==> config.mk <==
export PLATFORM = sky130hd
export DESIGN_NAME = sfsr_core
export DESIGN_NICKNAME = d
export VERILOG_FILES = /design/src/sfsr_pkg.sv /design/src/sfsr_pin_sync.sv /design/src/sfsr_core.sv
export VERILOG_INCLUDE_DIRS = /design/src /design/src/src
export SDC_FILE = /design/constraint.sdc
export NUM_CORES = 1
export LEC_CHECK = 0
export BUFFER_PORTS_ARGS = -buffer_cell sky130_fd_sc_hd__buf_2
export CAP_MARGIN = 25
export CORE_UTILIZATION = 48
export DETAILED_ROUTE_END_ITERATION = 6
export PLACE_DENSITY = 0.73
export SLEW_MARGIN = 5
export SYNTH_ARGS = -nofsm -noshare
export SYNTH_HDL_FRONTEND = slang
export SYNTH_SLANG_ARGS = --single-unit
export TNS_END_PERCENT = 50
==> constraint.sdc <==
create_clock -name core_clk_in -period 5.06 [get_ports core_clk_in]
set_input_delay 0.759 -clock core_clk_in [delete_from_list [all_inputs] [get_ports core_clk_in]]
set_output_delay 0.759 -clock core_clk_in [all_outputs]
set_load 0.01 [all_outputs]
==> src/sfsr_cfg.svh <==
// Constants for the serial flash status and read command block
`ifndef SFSR_CFG_SVH
`define SFSR_CFG_SVH

// ============================================================
// Opcodes
`define SFSR_OP_WRITE_ENABLE 8'h06
`define SFSR_OP_VOL_ENABLE 8'h50
`define SFSR_OP_STATUS_READ_LO 8'h05
`define SFSR_OP_STATUS_READ_HI 8'h35
`define SFSR_OP_INT_STATUS 8'h25
`define SFSR_OP_STATUS_WRITE 8'h01
`define SFSR_OP_READ 8'h03
`define SFSR_OP_FAST_READ 8'h0B
`define SFSR_OP_DUAL_READ 8'h3B

// ============================================================
// Status word layout
`define SFSR_BIT_WIP 0
`define SFSR_BIT_WEL 1
`define SFSR_BIT_BP_LO 2
`define SFSR_BIT_BP_HI 6
`define SFSR_BIT_STATUS_PROTECT_LOW 7
`define SFSR_BIT_STATUS_PROTECT_HIGH 8
`define SFSR_KEEP_MASK 16'h8403
`define SFSR_STATUS_RESET 16'h0000

// ============================================================
// Frame and timing counts
`define SFSR_ADDR_BITS 5'h18
`define SFSR_DUMMY_BITS 5'h08
`define SFSR_WR_SAT 5'h11
`define SFSR_PIN_RESET 4'h9
`define SFSR_CLK_MHZ 50
`define SFSR_TW_US 10000
`define SFSR_TW_CYCLES (`SFSR_TW_US * `SFSR_CLK_MHZ)

`endif

==> src/sfsr_pkg.sv <==
// Types for the serial flash status and read command block
package sfsr_pkg;
   typedef enum logic [3:0] {
      SFSR_IDLE,
      SFSR_OPCODE,
      SFSR_ADDR,
      SFSR_DUMMY,
      SFSR_DATA,
      SFSR_STATUS,
      SFSR_INT,
      SFSR_WRDATA,
      SFSR_IGNORE
   } sfsr_state_t;
endpackage : sfsr_pkg

==> src/sfsr_pin_sync.sv <==
// Two-flop synchronisers for the pins entering the core clock domain
`timescale 1ns/1ps
module sfsr_pin_sync #(
   parameter int WIDTH = 4,
   parameter logic [WIDTH-1:0] RESET_VAL = '0
) (
   input wire logic core_clk_in,
   input wire logic resetn_in,
   input wire logic [WIDTH-1:0] async_in,
   output logic [WIDTH-1:0] sync_out
);
   generate
      if (WIDTH < 1) begin : g_bad
         $error("sfsr_pin_sync needs at least one bit");
      end
      for (genvar i = 0; i < WIDTH; i++) begin : g_bit
         logic meta;
         // First stage feeds only the second stage
         always_ff @(posedge core_clk_in or negedge resetn_in) begin
            if (!resetn_in) begin
               meta <= RESET_VAL[i];
               sync_out[i] <= RESET_VAL[i];
            end else begin
               meta <= async_in[i];
               sync_out[i] <= meta;
            end
         end
      end
   endgenerate
endmodule : sfsr_pin_sync

==> src/sfsr_core.sv <==
// Serial flash command engine: status read/write, interrupt status, array reads
`timescale 1ns/1ps
`include "sfsr_cfg.svh"

// Contract
// RULE1 - Host sends volatile enable then status write directly to change only volatile copy.
// RULE2 - Volatile enable leaves write enable latch alone, arms only next status write.
// RULE3 - Non-volatile status is copied into volatile status after reset; volatile governs.
// RULE4 - Status read sends low byte for one opcode, high byte for other.
// RULE5 - Status reads always accepted, even busy; shifting continues while selected.
// RULE6 - Continuous status read repeats selected byte, refreshed, every eight clocks.
// RULE7 - Host should poll write in progress before new commands during busy cycles.
// RULE8 - Interrupt status drives write in progress on output, updated without clocks.
// RULE9 - Interrupt status output may fall on completion, never rises during mode; code copies write in progress, so it rises if array_busy_in rises.
// RULE10 - Deselect ends interrupt status anytime and floats the output.
// RULE11 - Status write needs write enable latch set by earlier write enable.
// RULE12 - Write enable sets latch when select rises after opcode byte.
// RULE13 - Status write never changes bits 15, 10, 1 and 0.
// RULE14 - Status write runs only after exactly 8 or 16 data bits.
// RULE15 - Deselect starts timed write; in-progress high throughout, then both flags clear.
// RULE16 - Status write updates protect bits, refused under hardware protection.
// RULE17 - Normal read takes 24 address bits on rising edges, data out falling.
// RULE18 - Read address increments per byte and wraps to zero.
// RULE19 - Deselect ends array read at any point, even mid byte.
// RULE20 - Array reads during busy cycles are ignored without disturbing them.
// RULE21 - Fast read expects address plus one dummy byte before data.
// RULE22 - Dual read outputs two bits per clock on both lines.
// RULE23 - Dual read has eight dummy clocks after address; input ignored.
// RULE24 - Dual data: line 1 odd bits, line 0 even bits, MSB pair first.
// RULE25 - Host releases data line 0 before first dual data falling edge.
module sfsr_core #(
   parameter int TW_CYCLES = `SFSR_TW_CYCLES
) (
   input wire logic core_clk_in,
   input wire logic resetn_in,
   input wire logic spi_csn_in,
   input wire logic spi_sclk_in,
   input wire logic wp_n_in,
   input wire logic data_line_0_in,
   output logic data_line_0_out,
   output logic data_line_0_oe_out,
   input wire logic data_line_1_in,
   output logic data_line_1_out,
   output logic data_line_1_oe_out,
   input wire logic [15:0] nv_status_in,
   input wire logic array_busy_in,
   input wire logic [7:0] mem_data_in,
   output logic [23:0] mem_addr_out,
   output logic [15:0] status_out,
   output logic nv_write_out,
   output logic [15:0] nv_data_out
);
   import sfsr_pkg::*;

   generate
      if (TW_CYCLES < 2) begin : g_bad_tw
         $error("TW_CYCLES must be at least 2");
      end
   endgenerate

   // ============================================================
   // Pin synchronisers and edge detection
   logic [3:0] pins_s;
   logic csn_s, sclk_s, din_s, wpn_s;
   logic csn_d, sclk_d;

   sfsr_pin_sync #(.WIDTH(4), .RESET_VAL(`SFSR_PIN_RESET)) u_sync (
      .core_clk_in(core_clk_in),
      .resetn_in(resetn_in),
      .async_in({wp_n_in, data_line_0_in, spi_sclk_in, spi_csn_in}),
      .sync_out(pins_s)
   );

   assign {wpn_s, din_s, sclk_s, csn_s} = pins_s;

   always_ff @(posedge core_clk_in or negedge resetn_in) begin
      if (!resetn_in) begin
         csn_d <= 1'b1;
         sclk_d <= 1'b0;
      end else begin
         csn_d <= csn_s;
         sclk_d <= sclk_s;
      end
   end

   wire selected = ~csn_s;
   wire sclk_rise = selected & sclk_s & ~sclk_d;
   wire sclk_fall = selected & ~sclk_s & sclk_d;
   wire cs_rise = csn_s & ~csn_d;

   // ============================================================
   // Command state
   sfsr_state_t state;
   logic [4:0] bit_cnt;
   logic [7:0] rx;
   logic [7:0] cmd;
   logic [23:0] addr;
   logic [15:0] wr_data;
   logic [4:0] wr_cnt;
   logic [7:0] tx_sh;
   logic [2:0] tx_cnt;
   logic [15:2] vol_bits;
   logic write_enable_latch, write_in_progress_flag, vol_arm, loaded, cycle_busy;
   logic [31:0] timer;

   wire [7:0] next_op = {rx[6:0], din_s};
   wire op_done = (state == SFSR_OPCODE) & sclk_rise & (bit_cnt == 5'h07);
   wire is_read = (next_op == `SFSR_OP_READ) | (next_op == `SFSR_OP_FAST_READ) |
                  (next_op == `SFSR_OP_DUAL_READ);
   wire is_dual = (cmd == `SFSR_OP_DUAL_READ);
   wire addr_done = (state == SFSR_ADDR) & sclk_rise & (bit_cnt == `SFSR_ADDR_BITS - 5'h01);
   wire dummy_done = (state == SFSR_DUMMY) & sclk_rise & (bit_cnt == `SFSR_DUMMY_BITS - 5'h01);
   wire [2:0] tx_last = is_dual ? 3'h3 : 3'h7;
   wire byte_done = (state == SFSR_DATA) & sclk_fall & (tx_cnt == tx_last);

   // Decode, address capture and input shifting
   always_ff @(posedge core_clk_in or negedge resetn_in) begin
      if (!resetn_in) begin
         state <= SFSR_IDLE;
         bit_cnt <= 5'h00;
         rx <= 8'h00;
         cmd <= 8'h00;
         addr <= 24'h000000;
         wr_data <= 16'h0000;
         wr_cnt <= 5'h00;
      end else if (!selected || !loaded) begin
         state <= SFSR_IDLE; // [RULE10] [RULE19]
         bit_cnt <= 5'h00;
      end else begin
         case (state)
            SFSR_IDLE: begin
               state <= SFSR_OPCODE;
               bit_cnt <= 5'h00;
               wr_cnt <= 5'h00;
            end
            SFSR_OPCODE: begin
               if (sclk_rise) begin
                  rx <= next_op;
                  bit_cnt <= bit_cnt + 5'h01;
               end
               if (op_done) begin
                  cmd <= next_op;
                  bit_cnt <= 5'h00;
                  if (next_op == `SFSR_OP_STATUS_READ_LO || next_op == `SFSR_OP_STATUS_READ_HI) begin
                     state <= SFSR_STATUS; // [RULE5]
                  end else if (next_op == `SFSR_OP_INT_STATUS) begin
                     state <= SFSR_INT; // [RULE8]
                  end else if (next_op == `SFSR_OP_STATUS_WRITE) begin
                     state <= SFSR_WRDATA;
                  end else if (is_read && !write_in_progress_flag) begin
                     state <= SFSR_ADDR; // [RULE17]
                  end else begin
                     state <= SFSR_IGNORE; // [RULE20]
                  end
               end
            end
            SFSR_ADDR: begin
               if (sclk_rise) begin
                  addr <= {addr[22:0], din_s}; // [RULE17]
                  bit_cnt <= bit_cnt + 5'h01;
               end
               if (addr_done) begin
                  bit_cnt <= 5'h00;
                  state <= (cmd == `SFSR_OP_READ) ? SFSR_DATA : SFSR_DUMMY;
               end
            end
            SFSR_DUMMY: begin
               // Input bits are not stored during dummy clocks
               if (sclk_rise) begin
                  bit_cnt <= bit_cnt + 5'h01; // [RULE21] [RULE23]
               end
               if (dummy_done) begin
                  state <= SFSR_DATA;
               end
            end
            SFSR_WRDATA: begin
               if (sclk_rise) begin
                  wr_data <= {wr_data[14:0], din_s};
                  if (wr_cnt != `SFSR_WR_SAT) begin
                     wr_cnt <= wr_cnt + 5'h01;
                  end
               end
            end
            SFSR_IGNORE: begin
               if (sclk_rise && bit_cnt != `SFSR_WR_SAT) begin
                  bit_cnt <= bit_cnt + 5'h01;
               end
            end
            default: begin
               if (byte_done) begin
                  addr <= addr + 24'h000001; // [RULE18]
               end
            end
         endcase
      end
   end

   // ============================================================
   // Output shifting
   wire [7:0] status_byte = (cmd == `SFSR_OP_STATUS_READ_HI) ? status_out[15:8] : status_out[7:0];
   wire [7:0] tx_src = (state == SFSR_DATA) ? mem_data_in : status_byte;
   wire shifting = (state == SFSR_DATA) | (state == SFSR_STATUS);

   always_ff @(posedge core_clk_in or negedge resetn_in) begin
      if (!resetn_in) begin
         tx_sh <= 8'h00;
         tx_cnt <= 3'h0;
         data_line_0_out <= 1'b0;
         data_line_1_out <= 1'b0;
      end else if (state == SFSR_INT) begin
         data_line_1_out <= write_in_progress_flag; // [RULE8] [RULE9]
      end else if (!shifting) begin
         tx_cnt <= 3'h0;
      end else if (sclk_fall) begin
         tx_cnt <= (tx_cnt == tx_last) ? 3'h0 : tx_cnt + 3'h1;
         if (is_dual && state == SFSR_DATA) begin
            // Line 1 odd bit, line 0 even bit, top pair first
            {data_line_1_out, data_line_0_out} <= (tx_cnt == 3'h0) ? tx_src[7:6] : tx_sh[7:6]; // [RULE22] [RULE24]
            tx_sh <= (tx_cnt == 3'h0) ? {tx_src[5:0], 2'b00} : {tx_sh[5:0], 2'b00};
         end else begin
            // Fresh byte each group of eight keeps status current
            data_line_1_out <= (tx_cnt == 3'h0) ? tx_src[7] : tx_sh[7]; // [RULE4] [RULE6]
            tx_sh <= (tx_cnt == 3'h0) ? {tx_src[6:0], 1'b0} : {tx_sh[6:0], 1'b0};
         end
      end
   end

   always_ff @(posedge core_clk_in or negedge resetn_in) begin
      if (!resetn_in) begin
         data_line_1_oe_out <= 1'b0;
         data_line_0_oe_out <= 1'b0;
      end else begin
         data_line_1_oe_out <= selected & (shifting | state == SFSR_INT); // [RULE10]
         // Line 0 turns round only at the first data fall, after the host let go
         data_line_0_oe_out <= selected & is_dual & (state == SFSR_DATA) &
                               (sclk_fall | data_line_0_oe_out); // [RULE22]
      end
   end

   // ============================================================
   // Status word, write enable latch and timed write cycle
   wire hw_protect = vol_bits[`SFSR_BIT_STATUS_PROTECT_HIGH] | (vol_bits[`SFSR_BIT_STATUS_PROTECT_LOW] & ~wpn_s);
   wire plain_end = cs_rise & (state == SFSR_IGNORE) & (bit_cnt == 5'h00) & ~write_in_progress_flag;
   wire end_write_enable_cmd = plain_end & (cmd == `SFSR_OP_WRITE_ENABLE);
   wire end_vol = plain_end & (cmd == `SFSR_OP_VOL_ENABLE);
   wire end_wr = cs_rise & (state == SFSR_WRDATA) & (wr_cnt == 5'h08 || wr_cnt == 5'h10);
   wire go_wr = end_wr & (write_enable_latch | vol_arm) & ~hw_protect & ~write_in_progress_flag;
   wire [15:0] cur_word = {vol_bits, write_enable_latch, write_in_progress_flag};
   wire [15:0] wr_val = (wr_cnt == 5'h08) ? {cur_word[15:8], wr_data[7:0]} : {wr_data[7:0], wr_data[15:8]};
   wire [15:0] new_word = (cur_word & `SFSR_KEEP_MASK) | (wr_val & ~`SFSR_KEEP_MASK);
   wire cycle_end = cycle_busy & (timer == 32'h0);

   always_ff @(posedge core_clk_in or negedge resetn_in) begin
      if (!resetn_in) begin
         loaded <= 1'b0;
         vol_bits <= 14'(`SFSR_STATUS_RESET >> 2);
         write_enable_latch <= 1'b0;
         vol_arm <= 1'b0;
      end else begin
         if (!loaded) begin
            loaded <= 1'b1;
            vol_bits <= nv_status_in[15:2]; // [RULE3]
         end else if (go_wr) begin
            vol_bits <= new_word[15:2]; // [RULE11] [RULE13] [RULE14] [RULE16]
         end
         if (end_write_enable_cmd) begin
            write_enable_latch <= 1'b1; // [RULE12]
         end else if (cycle_end) begin
            write_enable_latch <= 1'b0; // [RULE15]
         end
         // Arming lasts for exactly the next command
         if (end_vol) begin
            vol_arm <= 1'b1; // [RULE1] [RULE2]
         end else if (cs_rise && state != SFSR_IDLE) begin
            vol_arm <= 1'b0;
         end
      end
   end

   always_ff @(posedge core_clk_in or negedge resetn_in) begin
      if (!resetn_in) begin
         cycle_busy <= 1'b0;
         timer <= 32'h0;
         nv_write_out <= 1'b0;
         nv_data_out <= 16'h0000;
      end else begin
         nv_write_out <= cycle_end;
         if (go_wr && !vol_arm) begin
            cycle_busy <= 1'b1; // [RULE15]
            timer <= 32'(TW_CYCLES - 1);
            nv_data_out <= new_word;
         end else if (cycle_end) begin
            cycle_busy <= 1'b0;
         end else if (cycle_busy) begin
            timer <= timer - 32'h1;
         end
      end
   end

   always_ff @(posedge core_clk_in or negedge resetn_in) begin
      if (!resetn_in) begin
         write_in_progress_flag <= 1'b0;
         status_out <= `SFSR_STATUS_RESET;
         mem_addr_out <= 24'h000000;
      end else begin
         write_in_progress_flag <= cycle_busy | array_busy_in;
         status_out <= cur_word;
         mem_addr_out <= (state == SFSR_ADDR) ? {addr[22:0], din_s} : addr;
      end
   end
endmodule : sfsr_core

Yosys cells after proc, flatten, opt, wreduce, memory -nomap -nowiden
Cells that the tools add are included.
{"block": "op_classes", "addsub": 5, "n_eq_ne": 37, "muxes": 49, "bitwise_logic": 48, "n_reduce_logical": 39}
{"operator": "$mux W32", "n": 3}
{"operator": "$mux W24", "n": 3}
{"operator": "$pmux W24 S2", "n": 1}
{"operator": "$eq A8 B6 Y1 const B", "n": 5}
{"operator": "$mux W8", "n": 5}
{"operator": "$mux W5", "n": 7}
{"operator": "$logic_not A32 Y1", "n": 1}
{"operator": "$mux W4", "n": 8}
{"operator": "$sub A32 B1 Y32 const B", "n": 1}
{"operator": "$and A1 B1 Y1", "n": 29}
{"operator": "$mux W14", "n": 2}
{"operator": "$pmux W5 S5", "n": 1}
{"operator": "$add A24 B1 Y24 const B", "n": 1}
{"operator": "$eq A4 B3 Y1 const B", "n": 4}
{"operator": "$eq A8 B2 Y1 const B", "n": 2}
{"operator": "$eq A8 B3 Y1 const B", "n": 2}
{"operator": "$or A16 B15 Y16", "n": 1}
{"operator": "$pmux W4 S4", "n": 1}
{"operator": "$reduce_and A4 Y1", "n": 4}
{"operator": "$reduce_bool A2 Y1", "n": 8}
{"operator": "$mux W15", "n": 1}
{"operator": "$mux W3", "n": 5}
{"operator": "$reduce_and A3 Y1", "n": 4}
{"operator": "$add A5 B1 Y5 const B", "n": 2}
{"operator": "other kinds (32)", "n": 77}
{"block": "totals", "ff_bits": 202, "in_bits": 32, "out_inout_bits": 61, "wordCells": 212}

Depth between registers and ports, before layout
{"block": "depth", "depth_word": 11, "mapped_depth": 8}

By module
A second synthesis with hierarchy kept.
{"block": "unflattened", "hier_cells": 969, "hier_area_um2": 9625.5}
{"mod": "sfsr_core", "n_inst": 1, "cells_per_inst": 961, "area_each_um2": 9420.3, "seq_area_each_um2": 4830.9}
{"mod": "sfsr_pin_sync", "n_inst": 1, "cells_per_inst": 8, "area_each_um2": 205.2, "seq_area_each_um2": 205.2}

Worst setup path after synthesis
No wires, ideal clock.
{"block": "synth_path", "path_type": "flip-flop to flip-flop", "from": "reg wr_cnt[0]", "to": "reg vol_bits[7] in the netlist's numbering", "setup_time_ns": 0.125, "arrival_time_ns": 2.156, "path_slack_ns": 2.779, "stages_incl_launch_ff": 9, "path_buffers": 1, "period_less_slack_ns": 2.281, "path_cell_list": "dfrtp_1 -> inv_1 -> ha_1 -> nand2b_1 -> nor3b_2 -> buf_2 -> mux2_2 -> mux2_2 -> mux2_2"}
{"block": "synth_between", "elab_chain_cells": 7, "elab_cells_between_ends": 12}
{"item": "start: declaration", "line_no": "sfsr_core.sv:99", "source": "logic [4:0] wr_cnt;"}
{"item": "start signal: assignment", "line_no": "sfsr_core.sv:180", "source": "wr_cnt <= wr_cnt + 5'h01;"}
{"item": "$eq A5 B4 Y1 / $eq A5 B5 Y1 (equally long branches)", "line_no": "sfsr_core.sv:246, sfsr_core.sv:249"}
{"item": "$logic_or A1 B1 Y1", "line_no": "sfsr_core.sv:246", "source": "wire end_wr = cs_rise & (state == SFSR_WRDATA) & (wr_cnt == 5'h08 || wr_cnt == 5'h10);"}
{"item": "$and A1 B1 Y1", "line_no": "sfsr_core.sv:246"}
{"item": "$and A1 B1 Y1 (3 in series)", "line_no": "sfsr_core.sv:247", "source": "wire go_wr = end_wr & (write_enable_latch | vol_arm) & ~hw_protect & ~write_in_progress_flag;"}
{"item": "$ne A2 B1 Y1 (no source line)"}
{"item": "end signal: assignment", "line_no": "sfsr_core.sv:256", "source": "vol_bits <= 14'(`SFSR_STATUS_RESET >> 2);"}
{"item": "end signal: assignment", "line_no": "sfsr_core.sv:262", "source": "vol_bits <= nv_status_in[15:2];"}
{"item": "end signal: assignment", "line_no": "sfsr_core.sv:264", "source": "vol_bits <= new_word[15:2];"}
{"item": "end: declaration", "line_no": "sfsr_core.sv:102", "source": "logic [15:2] vol_bits;"}
Several ways; a longest one is shown, not always the timed one. The select of a mux whose other input is x is not followed.
A chain may end at the register's enable or synchronous reset.

Final worst setup path
{"block": "layout_path", "from": "reg state[1]", "to": "reg addr[22]"}
{"block": "layout_between", "elab_chain_cells": 5, "elab_cells_between_ends": 15}
{"item": "start: declaration", "line_no": "sfsr_core.sv:93", "source": "sfsr_state_t state;"}
{"item": "start signal: assignment", "line_no": "sfsr_core.sv:164", "source": "state <= (cmd == `SFSR_OP_READ) ? SFSR_DATA : SFSR_DUMMY;"}
{"item": "$eq A4 B3 Y1", "line_no": "sfsr_core.sv:114", "source": "wire byte_done = (state == SFSR_DATA) & sclk_fall & (tx_cnt == tx_last);"}
{"item": "$and A1 B1 Y1 (2 in series)", "line_no": "sfsr_core.sv:114"}
{"item": "$reduce_bool A2 Y1 (no source line)"}
{"item": "$reduce_and A4 Y1 (no source line)"}
{"item": "end signal: assignment", "line_no": "sfsr_core.sv:159", "source": "addr <= {addr[22:0], din_s};"}
{"item": "end signal: assignment", "line_no": "sfsr_core.sv:191", "source": "addr <= addr + 24'h000001;"}
{"item": "end: declaration", "line_no": "sfsr_core.sv:97", "source": "logic [23:0] addr;"}
Several ways; a longest one is shown, not always the timed one.

==> impl_metrics.json <==
{
  "track_usage_pct": 22.24,
  "relSlewSlack_pct": 31.30,
  "hp-class": "flip-flop to flip-flop",
  "dp_hpwl_um": 15860,
  "dieHeight_um": 147.1,
  "ios": 93,
  "synthTopCellsByCount": "dfrtp_1, nand2_1, nor2_1, mux2_2, o21ai_0",
  "antenna_found_initial": 1,
  "power.share.sequential_pct": 50.7,
  "synth_area_leaders": "dfrtp_1, mux2_2, nand2_1",
  "wl_um": 23720,
  "dr.first_iter.drc_count": 636,
  "place_area_sq_um": 10700,
  "power_frac_clock_pct": 44.7,
  "grt_pass1_wl_um": 39140,
  "holdWs_ns": 0.3470,
  "ys_seq_area_share_pct": 49.85,
  "fmax_mhz": 294.0,
  "cts_hold_buf": 0,
  "initial_core_util_pct": 49.45,
  "synth_top_area_share_pct": 48.54,
  "cts_tree": "yes",
  "worstMarginPinSlew_ns": 1.030,
  "via_per_inst": 5.919,
  "swShare_pct": 22.89,
  "hold_viol_final": 0,
  "cp-endpoint": "addr[22]",
  "arrival_ns": 3.80,
  "synth-edff-count": 0,
  "r2r-end": "addr[22]",
  "synthArstFlopShare_pct": 100.0,
  "clkTransAtPathRegs_ns": 0.06,
  "final.setup.tns_ns": 0,
  "cpMaxStageDelayCell": "o2111a_1",
  "n_fill_cell": 1788,
  "wl_per_cell_um": 18.06,
  "post-route-util_pct": 55.74,
  "fin_area_sq_um": 11390,
  "power_density_nw_per_um2": 292.3,
  "grt_pass1_vias": 7481,
  "grt_overflow": 0,
  "switching_power_uw": 762.1,
  "synthesis.nets": 1007,
  "drive_gt1_share_pct": 22.53,
  "fin_skew_ns": 0.01329,
  "yosysWarnings": 0,
  "core_sq_um": 20430,
  "rows": 52,
  "vias": 7772,
  "yosysMostFrequentCell": "dfrtp_1",
  "p_int_mw": 2.567,
  "startpoint_type": "flip-flop",
  "r2r_cells": 5,
  "crit_type": "flip-flop to flip-flop",
  "finalSetupViolations": 0,
  "reg2reg_from": "state[1]",
  "synth.avg_cell_area_sq_um": 10.48,
  "first_pass_iters": 5,
  "ys_ff_latch": 201,
  "status": "finished clean",
  "cts_max_level": 1,
  "port_buffers": 89,
  "gp_congestion": 0.8576,
  "insertion_delay_ns": 0.51,
  "die-area_sq_um": 21630,
  "insertedDiodeCount": 0,
  "grt_max_degree": 111,
  "yosys.cell_types.count": 92,
  "post-route-period-util_pct": 67.23,
  "root_buffer": "clkbuf_16",
  "cts_resized": 0,
  "synth_top_flop_cell": "dfrtp_1",
  "worstSetupStartpoint": "state[1]",
  "cap_violations": 0,
  "post_cts_buffers": 0,
  "ant_nets": 0,
  "nNetsFinal": 1074,
  "final_max_slew_viol_count": 0,
  "rsz0062_at_grt": "no",
  "die_w_um": 147.1,
  "path_cells": "or4b_1 -> nor2_2 -> o2111a_1 -> nor2_1 -> a221oi_1",
  "required_ns": 5.46,
  "cts_buffers": 22,
  "cp_slowest_stage_delay_ns": 0.72,
  "clockBufferDepth": 3,
  "power.total_mw": 3.329,
  "period_minus_slack_ns": 3.402,
  "drc": 0,
  "setup.worst_path.end_class": "flip-flop",
  "reg2reg_slack_ns": 1.66,
  "p_comb_share_pct": 4.6,
  "peakVddDrop_mv": 0.2062,
  "synth_top_area_cell": "dfrtp_1",
  "syn_inst": 964,
  "cts.sinks": 201,
  "syn_area_sq_um": 10100,
  "crit_fanout": 21,
  "syn2layout_area_growth_pct": 12.72,
  "p_leak_nw": 5.285
}
[through the flow]
stage | setup slack, ns | cells
floorplan | 2.779 | 964
global placement | 1.758 | 1274
detailed placement | 1.729 | 1275
CTS | 1.693 | 1311
global route | 1.485 | 1313
finish | 1.658 | 1313
[critical path: cells and delay by family, from the launching register on]
| kind | cells | cell delay, ns |
|---|---|---|
| simple gates | 3 | 1.59 |
| flops | 1 | 0.62 |
| compound gates | 2 | 1.09 |
[cell type report]
type / count / area (sq um) / area share, %
clock buffer: 31 / 624.3 / 5.482
clock inverter: 5 / 38.79 / 0.3406
inverter: 28 / 105.1 / 0.9229
multi-input combinational: 681 / 4725 / 41.49
sequential: 201 / 5036 / 44.22
tap: 270 / 337.8 / 2.966
timing repair buffer: 97 / 521.8 / 4.581
[registers in the layout, summed over array words and instances, names as in the netlist, 3 cells and up]
name,flops
tx_cnt,3
timer,32
vol_bits,14
status_out,16
u_sync.g_bit.meta,4
rx,7
wr_data,16
state,4
nv_data_out,16
wr_cnt,5
addr,24
tx_sh,7
cmd,8
mem_addr_out,24
bit_cnt,5
u_sync.sync_out,4
[per-layer routing]
metal / part of all wire (%) / wire (um) / track usage [%] / vias to the layer above
li1: - / - / - / 3678
met1: 47 / 11030 / 32.41 / 3822
met2: 45 / 10730 / 34.60 / 240
met3: 6.3 / 1505 / 3.509 / 32
met4: 1.9 / 449 / 5.773 / 0
met5: 0 / 0 / 0 / -
[worst min-delay path by stage]
stage,from,to,slack (ns),cells past startpoint
floorplan,u_sync.g_bit[1].meta,u_sync.sync_out[1],0.33,0
global placement,u_sync.g_bit[2].meta,u_sync.sync_out[2],0.33,0
detailed placement,u_sync.g_bit[2].meta,u_sync.sync_out[2],0.33,0
CTS,data_line_0_in,u_sync.g_bit[2].meta,0.33,1
global route,data_line_0_in,u_sync.g_bit[2].meta,0.34,1
finish,u_sync.g_bit[2].meta,u_sync.sync_out[2],0.35,0
[placed cells by master (no fill, tap or decap), types with 12 or more instances in the layout]
| cell type | count |
|---|---|
| mux2i_1 | 18 |
| clkbuf_16 | 22 |
| nand3_1 | 39 |
| o21ai_0 | 59 |
| buf_2 | 88 |
| nor3_1 | 16 |
| xnor2_1 | 12 |
| nor2_1 | 70 |
| a31oi_1 | 18 |
| nand2_1 | 93 |
| inv_1 | 28 |
| a21oi_1 | 41 |
| dfrtp_1 | 196 |
| mux2_2 | 61 |
[cells by family after synthesis]
group	count (synthesis)	synth area share (%)
AOI/OAI and AO/OA	223	15.46
xor gates and xnor gates	20	1.734
adders and majority gates	11	1.362
buffers and inverters	82	3.455
DFF	201	49.85
muxes	79	8.582
other	1	0.03712
and+or+nand+nor	347	19.53
[power by group through the flow]
stage / Sequential [mW] / Combinational [mW] / Clock [mW]
floorplan: 1.71 / 0.0774 / 0
global placement: 1.71 / 0.152 / 0
detailed placement: 1.71 / 0.156 / 0
CTS: 1.69 / 0.157 / 1.53
global route: 1.69 / 0.174 / 1.59
finish: 1.69 / 0.155 / 1.49
(Power assumes the default switching activity.)
